$ cat config.mk
export PLATFORM = sky130hd
export DESIGN_NAME = uart_tx_dma_ctrl
export DESIGN_NICKNAME = d
export VERILOG_FILES = /design/src/core/uart_tx_dma_pkg.sv /design/src/core/uart_tx_dma_ctrl.sv
export SDC_FILE = /design/constraint.sdc
export NUM_CORES = 1
export LEC_CHECK = 0
export ABC_AREA = 1
export ABC_CLOCK_PERIOD_IN_PS = 1700
export BUFFER_PORTS_ARGS = -buffer_cell sky130_fd_sc_hd__buf_2
export CAP_MARGIN = 10
export CORE_ASPECT_RATIO = 2
export CORE_MARGIN = 10
export CORE_UTILIZATION = 46
export DETAILED_ROUTE_END_ITERATION = 10
export GPL_TIMING_DRIVEN = 0
export PLACE_DENSITY = 0.72
export SYNTH_ARGS = -nofsm -noshare
export SYNTH_HDL_FRONTEND = slang
export SYNTH_SLANG_ARGS = --single-unit
$ cat constraint.sdc
create_clock -name clk -period 1.7 [get_ports clk]
set_input_delay 0.255 -clock clk [delete_from_list [all_inputs] [get_ports clk]]
set_output_delay 0.255 -clock clk [all_outputs]
set_load 0.01 [all_outputs]
$ cat src/core/uart_tx_dma_pkg.sv
// Constants shared by the transmit DMA channel control.
// Assumes a 32-bit classic Wishbone slave with byte addresses.
package uart_tx_dma_pkg;
	// Bus geometry
	localparam int ADR_W  = 8;
	localparam int DAT_W  = 32;
	localparam int NUM_CH = 2;
	// Register byte offsets
	localparam logic [7:0] OFS_DEF0  = 8'h00;
	localparam logic [7:0] OFS_DEF1  = 8'h04;
	localparam logic [7:0] OFS_FLAG0 = 8'h08;
	localparam logic [7:0] OFS_FLAG1 = 8'h0c;
	localparam logic [7:0] OFS_ISTAT = 8'h10;
	localparam logic [7:0] OFS_IMASK = 8'h14;
	// Channel definition fields
	localparam int DEF_PTR_W = 3;
	localparam int DEF_PROT  = 3;
	localparam int DEF_BSEL  = 4;
	localparam int DEF_CONT  = 5;
	localparam int DEF_INE   = 6;
	localparam int DEF_EN    = 7;
	localparam logic [7:0] DEF_RESET = 8'h08;
	// Channel flag fields
	localparam int FLG_PART = 0;
	localparam int FLG_TOUT = 1;
	localparam logic [1:0] FLG_RESET = 2'h0;
	localparam logic [1:0] IRQ_RESET = 2'h0;
	// Byte counts
	localparam int CNT_W = 7;
	localparam logic [6:0] PKT_SIZE = 7'h40;
	// Channel sequencer
	typedef enum logic [2:0] {
		ST_IDLE, ST_WAITBUF, ST_READ, ST_WAITDAT, ST_SEND, ST_FINISH
	} chan_state_e;
endpackage

$ cat src/core/uart_tx_dma_ctrl.sv
// Control of the two transmit DMA channels: buffer to transmitter.
// Assumes buffer manager and transmitters are synchronous to clk.
`timescale 1ns/100ps

module uart_tx_dma_ctrl #(
	parameter logic [6:0] BURST_PKT = uart_tx_dma_pkg::PKT_SIZE
) (
	// Clock and reset
	input  wire logic clk,
	input  wire logic resetn,
	// Wishbone slave
	input  wire logic                              wbCyc,
	input  wire logic                              wbStb,
	input  wire logic                              wbWe,
	input  wire logic [uart_tx_dma_pkg::ADR_W-1:0] wbAdr,
	input  wire logic [3:0]                        wbSel,
	input  wire logic [uart_tx_dma_pkg::DAT_W-1:0] wbDatW,
	output logic      [uart_tx_dma_pkg::DAT_W-1:0] wbDatR,
	output logic                                   wbAck,
	// Interrupt
	output logic irq,
	// Buffer manager, one lane per channel
	output logic [1:0][2:0] descPtr,
	output logic [1:0]      bufSelect,
	input  wire logic [1:0]      bufReady,
	input  wire logic [1:0][6:0] bufCount,
	input  wire logic [1:0][6:0] bufSize,
	output logic [1:0]      bufRdReq,
	output logic [1:0][6:0] bufRdIdx,
	input  wire logic [1:0]      rdValid,
	input  wire logic [1:0][7:0] rdData,
	output logic [1:0]      cntWrite,
	output logic [1:0][6:0] cntValue,
	output logic [1:0]      nakClear,
	input  wire logic [1:0]      txTimeout,
	// Serial transmitters
	input  wire logic [1:0]      txReady,
	output logic [1:0]      txWrite,
	output logic [1:0][7:0] txData
);
	import uart_tx_dma_pkg::*;

	// Bus phase and per-channel views
	logic       ackFf;
	logic       wrTake;
	logic [7:0] defView [NUM_CH];
	logic [1:0] flgView [NUM_CH];
	logic [1:0] irqEvt;

	// Address match on a register byte offset
	function automatic logic hit(input logic [7:0] a, input logic [7:0] o);
		hit = (a[7:2] == o[7:2]);
	endfunction

	// Writes land on the edge where the master sees ack
	assign wrTake = wbCyc & wbStb & wbWe & ackFf & wbSel[0];

	genvar g;
	generate
		for (g = 0; g < NUM_CH; g++) begin : gCh
			localparam logic [7:0] OFS_D = (g == 0) ? OFS_DEF0 : OFS_DEF1;
			localparam logic [7:0] OFS_F = (g == 0) ? OFS_FLAG0 : OFS_FLAG1;
			chan_state_e stateFf, nxt_state;
			logic [7:0] defFf, nxt_def;        // Channel definition
			logic [1:0] flgFf, nxt_flg;        // Partial and timeout flags
			logic [6:0] idxFf, nxt_idx;        // Byte index in buffer
			logic [6:0] remFf, nxt_rem;        // Bytes still to send
			logic       partFf, nxt_part;      // Current buffer is short
			logic [7:0] txdFf, nxt_txd;
			logic       rdReqFf, nxt_rdReq;
			logic       txWrFf, nxt_txWr;
			logic       cntWrFf, nxt_cntWr;
			logic [6:0] cntValFf, nxt_cntVal;
			logic       nakFf, nxt_nak;
			logic       halt;                  // Hardware end of transfer
			logic [1:0] flgSet;
			logic [6:0] limit;

			// Sequencer, definition register and flags
			always_comb begin
				nxt_state  = stateFf;
				nxt_def    = defFf;
				nxt_idx    = idxFf;
				nxt_rem    = remFf;
				nxt_part   = partFf;
				nxt_txd    = txdFf;
				nxt_rdReq  = 1'b0;
				nxt_txWr   = 1'b0;
				nxt_cntWr  = 1'b0;
				nxt_cntVal = cntValFf;
				nxt_nak    = 1'b0;
				halt       = 1'b0;
				flgSet     = 2'h0;
				// Short packet threshold depends on the mode
				limit = defFf[DEF_CONT] ? bufSize[g] : BURST_PKT;
				if (stateFf != ST_IDLE && !defFf[DEF_EN]) begin
					// Software dropped enable: abandon quietly
					nxt_state = ST_IDLE;
				end else if (stateFf != ST_IDLE && stateFf != ST_FINISH
						&& txTimeout[g]) begin
					// Transaction timer expired
					flgSet[FLG_TOUT] = 1'b1;
					nxt_cntWr  = 1'b1;
					nxt_cntVal = remFf;
					nxt_nak    = 1'b1;
					halt       = defFf[DEF_INE];
					nxt_state  = halt ? ST_IDLE : ST_WAITBUF;
				end else begin
					case (stateFf)
						ST_IDLE: begin
							// Software start
							if (defFf[DEF_EN]) begin
								nxt_state = ST_WAITBUF;
							end
						end
						ST_WAITBUF: begin
							// Buffer chosen by pointer and select is filled
							if (bufReady[g]) begin
								nxt_rem   = bufCount[g];
								nxt_idx   = 7'h00;
								nxt_part  = (bufCount[g] < limit);
								nxt_state = (bufCount[g] == 7'h00) ? ST_FINISH : ST_READ;
							end
						end
						ST_READ: begin
							// Fetch one byte from the buffer
							nxt_rdReq = 1'b1;
							nxt_state = ST_WAITDAT;
						end
						ST_WAITDAT: begin
							if (rdValid[g]) begin
								nxt_txd   = rdData[g];
								nxt_state = ST_SEND;
							end
						end
						ST_SEND: begin
							// Hand the byte to this channel's transmitter
							if (txReady[g]) begin
								nxt_txWr  = 1'b1;
								nxt_idx   = idxFf + 7'h01;
								nxt_rem   = remFf - 7'h01;
								nxt_state = (remFf == 7'h01) ? ST_FINISH : ST_READ;
							end
						end
						ST_FINISH: begin
							// Count reached zero: write back and release buffer
							nxt_cntWr  = 1'b1;
							nxt_cntVal = remFf;
							nxt_nak    = 1'b1;
							if (partFf) begin
								flgSet[FLG_PART] = 1'b1;
							end
							if (defFf[DEF_CONT]) begin
								// Ping-pong to the other buffer
								nxt_def[DEF_BSEL] = ~defFf[DEF_BSEL];
								halt = partFf & defFf[DEF_INE];
							end else begin
								// Burst ends here unless a short packet is masked
								halt = ~(partFf & ~defFf[DEF_INE]);
							end
							nxt_state = halt ? ST_IDLE : ST_WAITBUF;
						end
						default: nxt_state = ST_IDLE;
					endcase
				end
				if (halt) begin
					nxt_def[DEF_EN] = 1'b0;
				end
				// Software write wins over the hardware update
				if (wrTake && hit(wbAdr, OFS_D)) begin
					nxt_def[DEF_PTR_W-1:0] = wbDatW[DEF_PTR_W-1:0];
					if (!wbDatW[DEF_PROT]) begin
						nxt_def[DEF_BSEL] = wbDatW[DEF_BSEL];
					end
					nxt_def[DEF_CONT] = wbDatW[DEF_CONT];
					nxt_def[DEF_INE]  = wbDatW[DEF_INE];
					nxt_def[DEF_EN]   = wbDatW[DEF_EN];
				end
				nxt_def[DEF_PROT] = 1'b1;
				// Write one clears a flag, a new event still sets it
				nxt_flg = flgFf;
				if (wrTake && hit(wbAdr, OFS_F)) begin
					nxt_flg = flgFf & ~wbDatW[1:0];
				end
				nxt_flg = nxt_flg | flgSet;
			end

			// Register the channel state
			always_ff @(posedge clk or negedge resetn) begin
				if (!resetn) begin
					stateFf  <= ST_IDLE;
					defFf    <= DEF_RESET;
					flgFf    <= FLG_RESET;
					idxFf    <= 7'h00;
					remFf    <= 7'h00;
					partFf   <= 1'b0;
					txdFf    <= 8'h00;
					rdReqFf  <= 1'b0;
					txWrFf   <= 1'b0;
					cntWrFf  <= 1'b0;
					cntValFf <= 7'h00;
					nakFf    <= 1'b0;
				end else begin
					stateFf  <= nxt_state;
					defFf    <= nxt_def;
					flgFf    <= nxt_flg;
					idxFf    <= nxt_idx;
					remFf    <= nxt_rem;
					partFf   <= nxt_part;
					txdFf    <= nxt_txd;
					rdReqFf  <= nxt_rdReq;
					txWrFf   <= nxt_txWr;
					cntWrFf  <= nxt_cntWr;
					cntValFf <= nxt_cntVal;
					nakFf    <= nxt_nak;
				end
			end

			// Interrupt source: enable falls while interrupts enabled
			assign irqEvt[g] = defFf[DEF_EN] & ~nxt_def[DEF_EN] & defFf[DEF_INE];

			// Ports straight from the channel flip-flops
			assign defView[g]   = defFf;
			assign flgView[g]   = flgFf;
			assign descPtr[g]   = defFf[DEF_PTR_W-1:0];
			assign bufSelect[g] = defFf[DEF_BSEL];
			assign bufRdReq[g]  = rdReqFf;
			assign bufRdIdx[g]  = idxFf;
			assign txWrite[g]   = txWrFf;
			assign txData[g]    = txdFf;
			assign cntWrite[g]  = cntWrFf;
			assign cntValue[g]  = cntValFf;
			assign nakClear[g]  = nakFf;
		end
	endgenerate

	// Bus answer and interrupt state
	logic [DAT_W-1:0] rdatFf, nxt_rdat;
	logic             nxt_ack;
	logic [1:0]       istatFf, nxt_istat;  // Sticky per channel
	logic [1:0]       imaskFf, nxt_imask;
	logic             irqFf, nxt_irq;

	// Ack one cycle after the request; unmapped reads return zero
	always_comb begin
		nxt_ack   = wbCyc & wbStb & ~ackFf;
		nxt_rdat  = rdatFf;
		nxt_istat = istatFf;
		nxt_imask = imaskFf;
		if (nxt_ack) begin
			if (hit(wbAdr, OFS_DEF0)) begin
				nxt_rdat = {24'h000000, defView[0]};
			end else if (hit(wbAdr, OFS_DEF1)) begin
				nxt_rdat = {24'h000000, defView[1]};
			end else if (hit(wbAdr, OFS_FLAG0)) begin
				nxt_rdat = {30'h00000000, flgView[0]};
			end else if (hit(wbAdr, OFS_FLAG1)) begin
				nxt_rdat = {30'h00000000, flgView[1]};
			end else if (hit(wbAdr, OFS_ISTAT)) begin
				nxt_rdat = {30'h00000000, istatFf};
			end else if (hit(wbAdr, OFS_IMASK)) begin
				nxt_rdat = {30'h00000000, imaskFf};
			end else begin
				nxt_rdat = 32'h00000000;
			end
		end
		// Status: write one clears, same-cycle event still sets
		if (wrTake && hit(wbAdr, OFS_ISTAT)) begin
			nxt_istat = istatFf & ~wbDatW[1:0];
		end
		nxt_istat = nxt_istat | irqEvt;
		if (wrTake && hit(wbAdr, OFS_IMASK)) begin
			nxt_imask = wbDatW[1:0];
		end
		// Level output, registered so it is glitch free
		nxt_irq = |(nxt_istat & nxt_imask);
	end

	// Register bus and interrupt state
	always_ff @(posedge clk or negedge resetn) begin
		if (!resetn) begin
			ackFf   <= 1'b0;
			rdatFf  <= 32'h00000000;
			istatFf <= IRQ_RESET;
			imaskFf <= IRQ_RESET;
			irqFf   <= 1'b0;
		end else begin
			ackFf   <= nxt_ack;
			rdatFf  <= nxt_rdat;
			istatFf <= nxt_istat;
			imaskFf <= nxt_imask;
			irqFf   <= nxt_irq;
		end
	end

	assign wbAck  = ackFf;
	assign wbDatR = rdatFf;
	assign irq    = irqFf;
endmodule

==> run_results.csv, run 1 <==
group,metric,value,unit
status,run_status,"finished clean",
timing,fmax,614,MHz
hold_path,min_path_type,"in2reg",
yosys,ys.flop_type,"dfrtp_1",
worst_setup_path,critPathMaxFanout,7,
yosys,syn_area_per_cell,7.78,um^2
hold_path,whs_endpoint,"gCh[0].defFf[2]",
worst_setup_path,timing.rr.start,"gCh[0].stateFf[0]",
finish,drive_gt1_share,29.6,%
route,wl_per_cell,15.3,um
yosys,synthesis.instances,760,
floorplanning,core,12600,um^2
hold_path,min-delay-start,"wbDatW[2]",
grt,grt_usage,18.2,%
worst_setup_path,worstPathRequired,1.93,ns
grt,grt_pass1_vias,5561,
worst_setup_path,r2r_slack,0.07,ns
yosys,synth_edf_count,0,
placement,numPortBuffers,141,
worst_setup_path,reg2reg_depth,11,
route,drt-initial-drc-count,251,
timing,setup_viol,0,
placement,place_congestion,0.929,
finish,syn_to_final_growth,28.1,%
floorplanning,design.die.area,18100,um^2
route,routed_wl,16900,um
grt,grt_max_degree,70,
clock_network,cts_root_buf,"clkbuf_16",
route,drt_pass1_iterations,6,
finish,n_fill_cell,1188,
finish,mostFrequentLayoutCell,"nand2_1",
grt,grt_overflow,0,
route,ant_nets,0,
yosys,yosys_warnings,0,
route,drc,0,
timing,clock_skew,0.0130,ns
finish,layout_common_cells,"nand2_1, buf_2, dfrtp_1",
timing,whs,0.133,ns
clock_network,clock_latency,0.34,ns
finish,antennaDiodeCount,0,
route,num_vias,5540,
worst_setup_path,start_kind,"flip-flop",
power,p_leak,0.00414,uW
power,ir_drop,0.000716,V
timing,max_slew_margin,66.0,%
clock_network,clock_sinks,104,
yosys,ys_seq_area_share,44.0,%
worst_setup_path,critPathKind,"reg2reg",
finish,fin_util,60.0,%
timing,period_share,95.8,%
floorplanning,die_x,100,um
yosys,async_reset_ff_share,100,%
yosys,synth_cell_types,36,
timing,final_max_slew_viol_count,0,
floorplanning,die-height,180,um
floorplanning,core.rowCount,58,
clock_network,cts_tree,"done",
hold_path,worstHoldPathCells,3,
floorplanning,ios,195,
job,maxCapViolations,0,
grt,grt_antenna_before_repair,0,
worst_setup_path,end_kind,"flip-flop",
timing,tightest_slew,0.510,ns
timing,fin_crit,1.63,ns
yosys,synth_seq_cells,104,
worst_setup_path,arrival,1.86,ns
route,avgViaCountPerCell,5.01,
floorplanning,start_util,46.8,%
clock_network,clk_pin_slew,0.07,ns
grt,grt_pass1_wl,27000,um
clock_network,numCtsBuffers,9,
clock_network,htreeDepth,3,
worst_setup_path,r2r-end,"gCh[0].partFf",
placement,hpwl,13300,um
clock_network,cts_buffer_depth,2,
yosys,syn-cell-area,5910,um^2
timing,hold_viol,0,
power,powerDensity,1060,nW/um^2
finish,final_nets,1069,
timing,fin_tns_setup,0,ns
timing,rsz0062_at_grt,"yes",
critical path, cell delays in order (launching register included):
cell and delay (ns):
dfrtp_2 0.41, buf_4 0.14, nand3_4 0.13, nand3_4 0.15, nand2_4 0.08, inv_4 0.07, nand2_2 0.06, nor2_4 0.15
buf_6 0.15, nand2_2 0.05, nand2_1 0.06, o21ai_1 0.06
worst max-delay path by stage:
stage / start / to / slack, ns
floorplan: gCh[1].stateFf[0] / gCh[1].remFf[3] / 0.15
global placement: resetn / gCh[1].idxFf[4] / -0.84
detailed placement: gCh[1].stateFf[1] / gCh[1].txdFf[3] / -0.19
CTS: gCh[1].stateFf[0] / gCh[1].remFf[3] / 0.002
global route: gCh[1].stateFf[2] / gCh[1].cntValFf[3] / -0.02
finish: gCh[0].stateFf[0] / gCh[0].partFf / 0.07
report_power, final:
group,internal (uW),switching (uW),total [uW]
clock,1180,1000,2180
sequential,2860,277,3140
combinational,1040,1690,2730
registers in the layout, summed over array words and instances (netlist names):
name,count
irq,1
gCh.stateFf,6
gCh.txWrFf,2
gCh.txdFf,16
gCh.remFf,14
gCh.nakFf,2
istatFf,2
gCh.flgFf,4
gCh.partFf,2
gCh.defFf,14
imaskFf,2
gCh.rdReqFf,2
wbDatR,8
gCh.cntValFf,14
wbAck,1
gCh.idxFf,14
routing by layer:
layer  global-route usage [%]  up-vias  wire [um]
met1                     17.0     2587       5730
met3                     4.38       34        906
met4                     7.84        0        580
li1                         -     2761          -
met2                     35.3      158       9670
met5                        0        -          0
layout make-up:
class	count	area, um^2	area share, %
Timing Repair Buffer	159	878	11.6
Inverter	82	318	4.19
Sequential cell	104	2610	34.4
Buffer	53	409	5.40
Clock inverter	7	88.8	1.17
Tap cell	150	188	2.48
Clock buffer	9	225	2.97
Multi-Input combinational cell	541	2860	37.8
cell families (layout without fill, tap and decap cells):
kind of cell    Yosys count  in the layout  share of synthesized area [%]
compound gates          119            119                           10.9
other cells               1             24                         0.0634
flops                   104            104                           44.0
fa+ha+maj                18             18                           3.81
xor+xnor                 18             18                           2.67
simple gates            362            362                           26.5
buf+inv                 138            310                           12.0
repair_timing:
| action | CTS | global route |
|---|---|---|
| resized for setup | 25 | 36 |
| setup buffers | 6 | 8 |
| hold endpoints to repair | 35 | 0 |
| gates cloned | 1 | 1 |
| pin swaps | 4 | 11 |
| hold buffers | 1 | 0 |
| endpoints found under the setup margin | 44 | 57 |
stage by stage:
step	instance area [um^2]	total power [uW]	setup WS (ns)	std cells
floorplan	6000	4710	0.153	783
finish	7580	8050	0.0706	1105
global placement	6890	5450	-0.837	1074
CTS	7390	7910	0.00153	1096
global route	7580	8540	-0.0242	1105
detailed placement	6920	5540	-0.192	1075
synth_stat cells (2+ instances only):
master | number | area (um^2)
xnor2_1 | 2 | 17.5
o21ai_1 | 21 | 105
buf_2 | 7 | 35.0
nand2_2 | 7 | 43.8
a21oi_2 | 2 | 17.5
nand2_4 | 2 | 22.5
nand3_1 | 33 | 165
nor2_2 | 3 | 18.8
xor2_1 | 16 | 140
o211ai_1 | 5 | 37.5
nand4_1 | 13 | 81.3
nor3_1 | 7 | 35.0
dfrtp_1 | 104 | 2600
inv_2 | 7 | 26.3
a21oi_1 | 19 | 95.1
nand3b_1 | 6 | 45.0
o21ai_0 | 60 | 300
buf_6 | 2 | 22.5
nor2_1 | 62 | 233
inv_1 | 74 | 278
nand2_1 | 222 | 833
buf_4 | 44 | 330
nand3_2 | 2 | 20.0
o31ai_1 | 4 | 30.0
clkbuf_1 | 3 | 11.3
ha_1 | 18 | 225
o21a_1 | 2 | 15.0
a22oi_1 | 5 | 37.5
Note: power is estimated with default switching activity, not from simulation.
==> inputs of run 2 (changes only) <==
--- a/config.mk
+++ b/config.mk
@@ -6,7 +6,7 @@
 export NUM_CORES = 1
 export LEC_CHECK = 0
 export ABC_AREA = 1
-export ABC_CLOCK_PERIOD_IN_PS = 1700
+export ABC_CLOCK_PERIOD_IN_PS = 2110
 export BUFFER_PORTS_ARGS = -buffer_cell sky130_fd_sc_hd__buf_2
 export CAP_MARGIN = 10
 export CORE_ASPECT_RATIO = 2
==> constraint.sdc (replaced) <==
create_clock -name clk -period 2.11 [get_ports clk]
set_input_delay 0.3165 -clock clk [delete_from_list [all_inputs] [get_ports clk]]
set_output_delay 0.3165 -clock clk [all_outputs]
set_load 0.01 [all_outputs]
==> run_results.csv, run 2 (synthesis results as in run 1) <==
group,metric,value,unit
placement,dpl_cell_area,6920,um^2
power,ir_drop,0.000578,V
hold_path,min_path_type,"in2reg",
timing,period_share,89.9,%
floorplanning,start_util,46.8,%
timing,final_max_slew_viol_count,0,
clock_network,cts_root_buf,"clkbuf_16",
timing,max_slew_margin,46.6,%
grt,grt_max_degree,70,
route,ant_nets,0,
finish,antennaDiodeCount,0,
route,drc,0,
clock_network,clk_pin_slew,0.08,ns
timing,clock_skew,0.0142,ns
finish,layout.cells.non_filler,1092,
finish,top_register,"gCh.txdFf",
floorplanning,design.die.area,18100,um^2
clock_network,hold_buffers,1,
worst_setup_path,critPathKind,"reg2reg",
grt,grt_usage,17.9,%
worst_setup_path,worstPathRequired,2.34,ns
timing,hold_viol,0,
clock_network,post-cts-setup-buffer-count,0,
finish,final_cell_area,7250,um^2
worst_setup_path,arrival,2.13,ns
clock_network,cts_buffer_depth,2,
grt,grt_pass1_wl,26500,um
route,wl_per_cell,14.9,um
timing,setup_ws,0.214,ns
timing,tightest_slew,0.794,ns
floorplanning,die-height,180,um
worst_setup_path,start_kind,"flip-flop",
clock_network,htreeDepth,3,
finish,drive_gt1_share,25.5,%
route,routed_wl,16300,um
clock_network,numCtsBuffers,9,
clock_network,cts_resized,0,
timing,rsz0062_at_grt,"no",
timing,fmax,527,MHz
finish,final_nets,1056,
worst_setup_path,critPathMaxFanout,10,
clock_network,clock_latency,0.35,ns
finish,syn_to_final_growth,22.6,%
worst_setup_path,end_kind,"flip-flop",
job,maxCapViolations,0,
finish,layout_common_cells,"nand2_1, buf_2, dfrtp_1",
floorplanning,core,12600,um^2
clock_network,cts_tree,"done",
finish,largest_reg_flops,16,
finish,fin_util,57.4,%
grt,grt_overflow,0,
finish,mostFrequentLayoutCell,"nand2_1",
placement,place_congestion,0.929,
power,powerDensity,852,nW/um^2
power,p_leak,0.00403,uW
floorplanning,die_x,100,um
route,num_vias,5415,
status,run_status,"finished clean",
placement,hpwl,13300,um
timing,whs,0.192,ns
route,drt-initial-drc-count,285,
route,avgViaCountPerCell,4.96,
timing,fin_crit,1.90,ns
clock_network,clock_sinks,104,
route,drt_pass1_iterations,4,
timing,setup_viol,0,
grt,grt_antenna_before_repair,0,
floorplanning,ios,195,
placement,dp.cells,1075,
placement,numPortBuffers,141,
placement,dpl_worst_slack,0.205,ns
grt,grt_pass1_vias,5475,
floorplanning,core.rowCount,58,
run 2: cell count changes in the layout (fill, tap and decap cells not counted), sizes merged:
cell,delta
clkbuf,+2
buf,-15
run 2: routing by layer:
metal  track usage [%]  up-vias  wire length, um  share of wire (%)
li1                  -     2735                -                  -
met1              16.8     2517             5600                 34
met3              4.30       25              913                5.6
met2              34.7      138             9300                 57
met4              7.16        0              495                3.0
met5                 0        -                0                  0
run 2: stage by stage:
stage	setup TNS [ns]	total power (uW)
after detailed placement	0	4460
after floorplan	0	3800
after CTS	0	6250
final	0	6180
after global placement	-49.45	4390
after global routing	0	6570
run 2: worst paths after layout:
kind	slack [ns]	start	to	cells past startpoint
max in group asynchronous	0.91	resetn	gCh[1].idxFf[0]	3
min in group asynchronous	0.47	resetn	gCh[0].idxFf[5]	2
min reg2reg	0.47	wbAck	wbAck	1
max	0.21	gCh[1].stateFf[1]	gCh[1].cntValFf[6]	7
max reg2reg	0.21	gCh[1].stateFf[1]	gCh[1].cntValFf[6]	7
min	0.19	wbAdr[3]	wbDatR[3]	2
run 2: cell type report:
class | count | area, um^2
Clock inverter | 7 | 88.8
Tap cell | 150 | 188
Fill cell | 1238 | 5380
Inverter | 82 | 310
Timing Repair Buffer | 143 | 746
Multi-Input combinational cell | 541 | 2690
Sequential cell | 104 | 2600
Buffer | 56 | 399
Clock buffer | 9 | 225
run 2: critical path, cell delays in order (launching register included):
cell     delay (ns)
dfrtp_1        0.47
inv_2          0.11
nand3_1        0.17
nand3_1        0.24
nor2_1         0.10
a21oi_2        0.32
buf_2          0.27
o21ai_0        0.10
run 2: where the power goes:
part / internal, uW / total [uW] / switching (uW)
clock: 951 / 1760 / 809
sequential: 2300 / 2520 / 215
combinational: 679 / 1900 / 1220
total: 3930 / 6180 / 2250
==> inputs of run 3 (changes only) <==
--- a/config.mk
+++ b/config.mk
@@ -9,12 +9,15 @@
 export ABC_CLOCK_PERIOD_IN_PS = 2110
 export BUFFER_PORTS_ARGS = -buffer_cell sky130_fd_sc_hd__buf_2
 export CAP_MARGIN = 10
+export CELL_PAD_IN_SITES_DETAIL_PLACEMENT = 1
+export CELL_PAD_IN_SITES_GLOBAL_PLACEMENT = 1
 export CORE_ASPECT_RATIO = 2
 export CORE_MARGIN = 10
-export CORE_UTILIZATION = 46
+export CORE_UTILIZATION = 39
+export CTS_CLUSTER_SIZE = 10
 export DETAILED_ROUTE_END_ITERATION = 10
 export GPL_TIMING_DRIVEN = 0
-export PLACE_DENSITY = 0.72
+export PLACE_DENSITY = 0.84
 export SYNTH_ARGS = -nofsm -noshare
 export SYNTH_HDL_FRONTEND = slang
 export SYNTH_SLANG_ARGS = --single-unit
==> run_results.csv, run 3 (synthesis results as in run 1) <==
group,metric,value,unit
clock_network,clock_latency,0.35,ns
finish,final_cell_area,7290,um^2
power,powerDensity,846,nW/um^2
grt,grt_max_degree,68,
finish,fin_util,48.9,%
route,num_vias,5532,
finish,drive_gt1_share,25.3,%
route,avgViaCountPerCell,4.86,
route,ant_nets,0,
timing,max_slew_margin,44.9,%
placement,place_congestion,0.887,
grt,grt_antenna_before_repair,2,
route,drc,0,
grt,grt_pass1_wl,29900,um
clock_network,clock_sinks,104,
clock_network,hold_buffers,1,
power,p_leak,0.00402,uW
clock_network,clk_pin_slew,0.07,ns
finish,syn_to_final_growth,23.3,%
floorplanning,die-height,194,um
route,routed_wl,18100,um
finish,largest_reg_flops,16,
route,drt_pass1_iterations,4,
placement,numPortBuffers,141,
route,wl_per_cell,15.9,um
timing,setup_viol,0,
job,maxCapViolations,0,
worst_setup_path,critPathKind,"reg2reg",
timing,final_max_slew_viol_count,0,
grt,grt_usage,17.7,%
placement,dpl_cell_area,6980,um^2
timing,fmax,543,MHz
clock_network,cts_tree,"done",
placement,hpwl,14900,um
worst_setup_path,critPathMaxFanout,10,
worst_setup_path,arrival,2.13,ns
hold_path,min_path_type,"in2reg",
timing,tightest_slew,0.821,ns
timing,period_share,87.3,%
finish,top_register,"gCh.txdFf",
floorplanning,die_x,107,um
timing,hold_viol,0,
clock_network,numCtsBuffers,9,
worst_setup_path,start_kind,"flip-flop",
timing,setup_ws,0.268,ns
timing,rsz0062_at_grt,"no",
floorplanning,start_util,39.7,%
status,run_status,"finished clean",
worst_setup_path,end_kind,"flip-flop",
power,total_power,6160,uW
floorplanning,ios,195,
grt,grt_pass1_vias,6218,
finish,final_nets,1056,
floorplanning,design.die.area,20800,um^2
clock_network,post-cts-setup-buffer-count,0,
clock_network,cts_buffer_depth,2,
worst_setup_path,worstPathRequired,2.40,ns
timing,clock_skew,0.00802,ns
floorplanning,core.rowCount,63,
finish,mostFrequentLayoutCell,"nand2_1",
clock_network,cts_root_buf,"clkbuf_16",
placement,dpl_worst_slack,0.184,ns
clock_network,cts_resized,0,
finish,layout_common_cells,"nand2_1, buf_2, dfrtp_1",
clock_network,htreeDepth,3,
route,drt-initial-drc-count,111,
timing,fin_crit,1.84,ns
power,ir_drop,0.000558,V
grt,grt_overflow,0,
floorplanning,core,14900,um^2
==> run 3: metrics by stage <==
stage,setup TNS [ns],instances,hold slack [ns]
floorplan,0,783,0.0209
global placement,-53.34,1119,0.461
detailed placement,0,1120,0.331
CTS,0,1137,0.179
global route,0,1137,0.180
finish,0,1138,0.185
==> run 3: final timing paths <==
check	start	to	slack, ns	depth (start not counted)
min in group asynchronous	resetn	gCh[0].idxFf[4]	0.50	2
worst min register to register	wbAck	wbAck	0.47	1
worst max register to register	gCh[1].stateFf[1]	gCh[1].stateFf[2]	0.27	7
max in group asynchronous	resetn	gCh[1].idxFf[6]	0.89	3
worst min-delay path	wbDatW[2]	gCh[0].defFf[2]	0.18	3
worst max-delay path	gCh[1].stateFf[1]	gCh[1].stateFf[2]	0.27	7
==> run 3: worst max-delay path, stage by stage, from the launching register on <==
cell     delay [ns]
dfrtp_1        0.45
inv_2          0.11
nand2_1        0.06
nor2_1         0.55
nand4_1        0.28
nand3_1        0.17
nand3_1        0.10
nand2_1        0.06
==> run 3: cell type report <==
type                    count  area (um^2)
diodes                      1         2.50
well taps                 195          244
clock inverters             5         65.1
flip-flops and latches    104         2600
inverters                  82          310
fillers                  1934         7610
multi-input cells         541         2690
clock buffers              11          233
repair buffers            143          746
plain buffers              56          399
==> run 3: power by group <==
group	switching [uW]	internal [uW]
clock network	771	935
logic	1260	682
registers	215	2300
total	2240	3920
==> run 3: routing by layer <==
metal | GRT usage (%) | wire length, um | vias to the layer above | share of wire, %
met2 | 34.9 | 10400 | 126 | 57
met5 | 0 | 7 | - | 0.039
met1 | 15.5 | 6100 | 2645 | 34
li1 | - | - | 2732 | -
met4 | 7.79 | 532 | 2 | 2.9
met3 | 5.06 | 1060 | 27 | 5.9
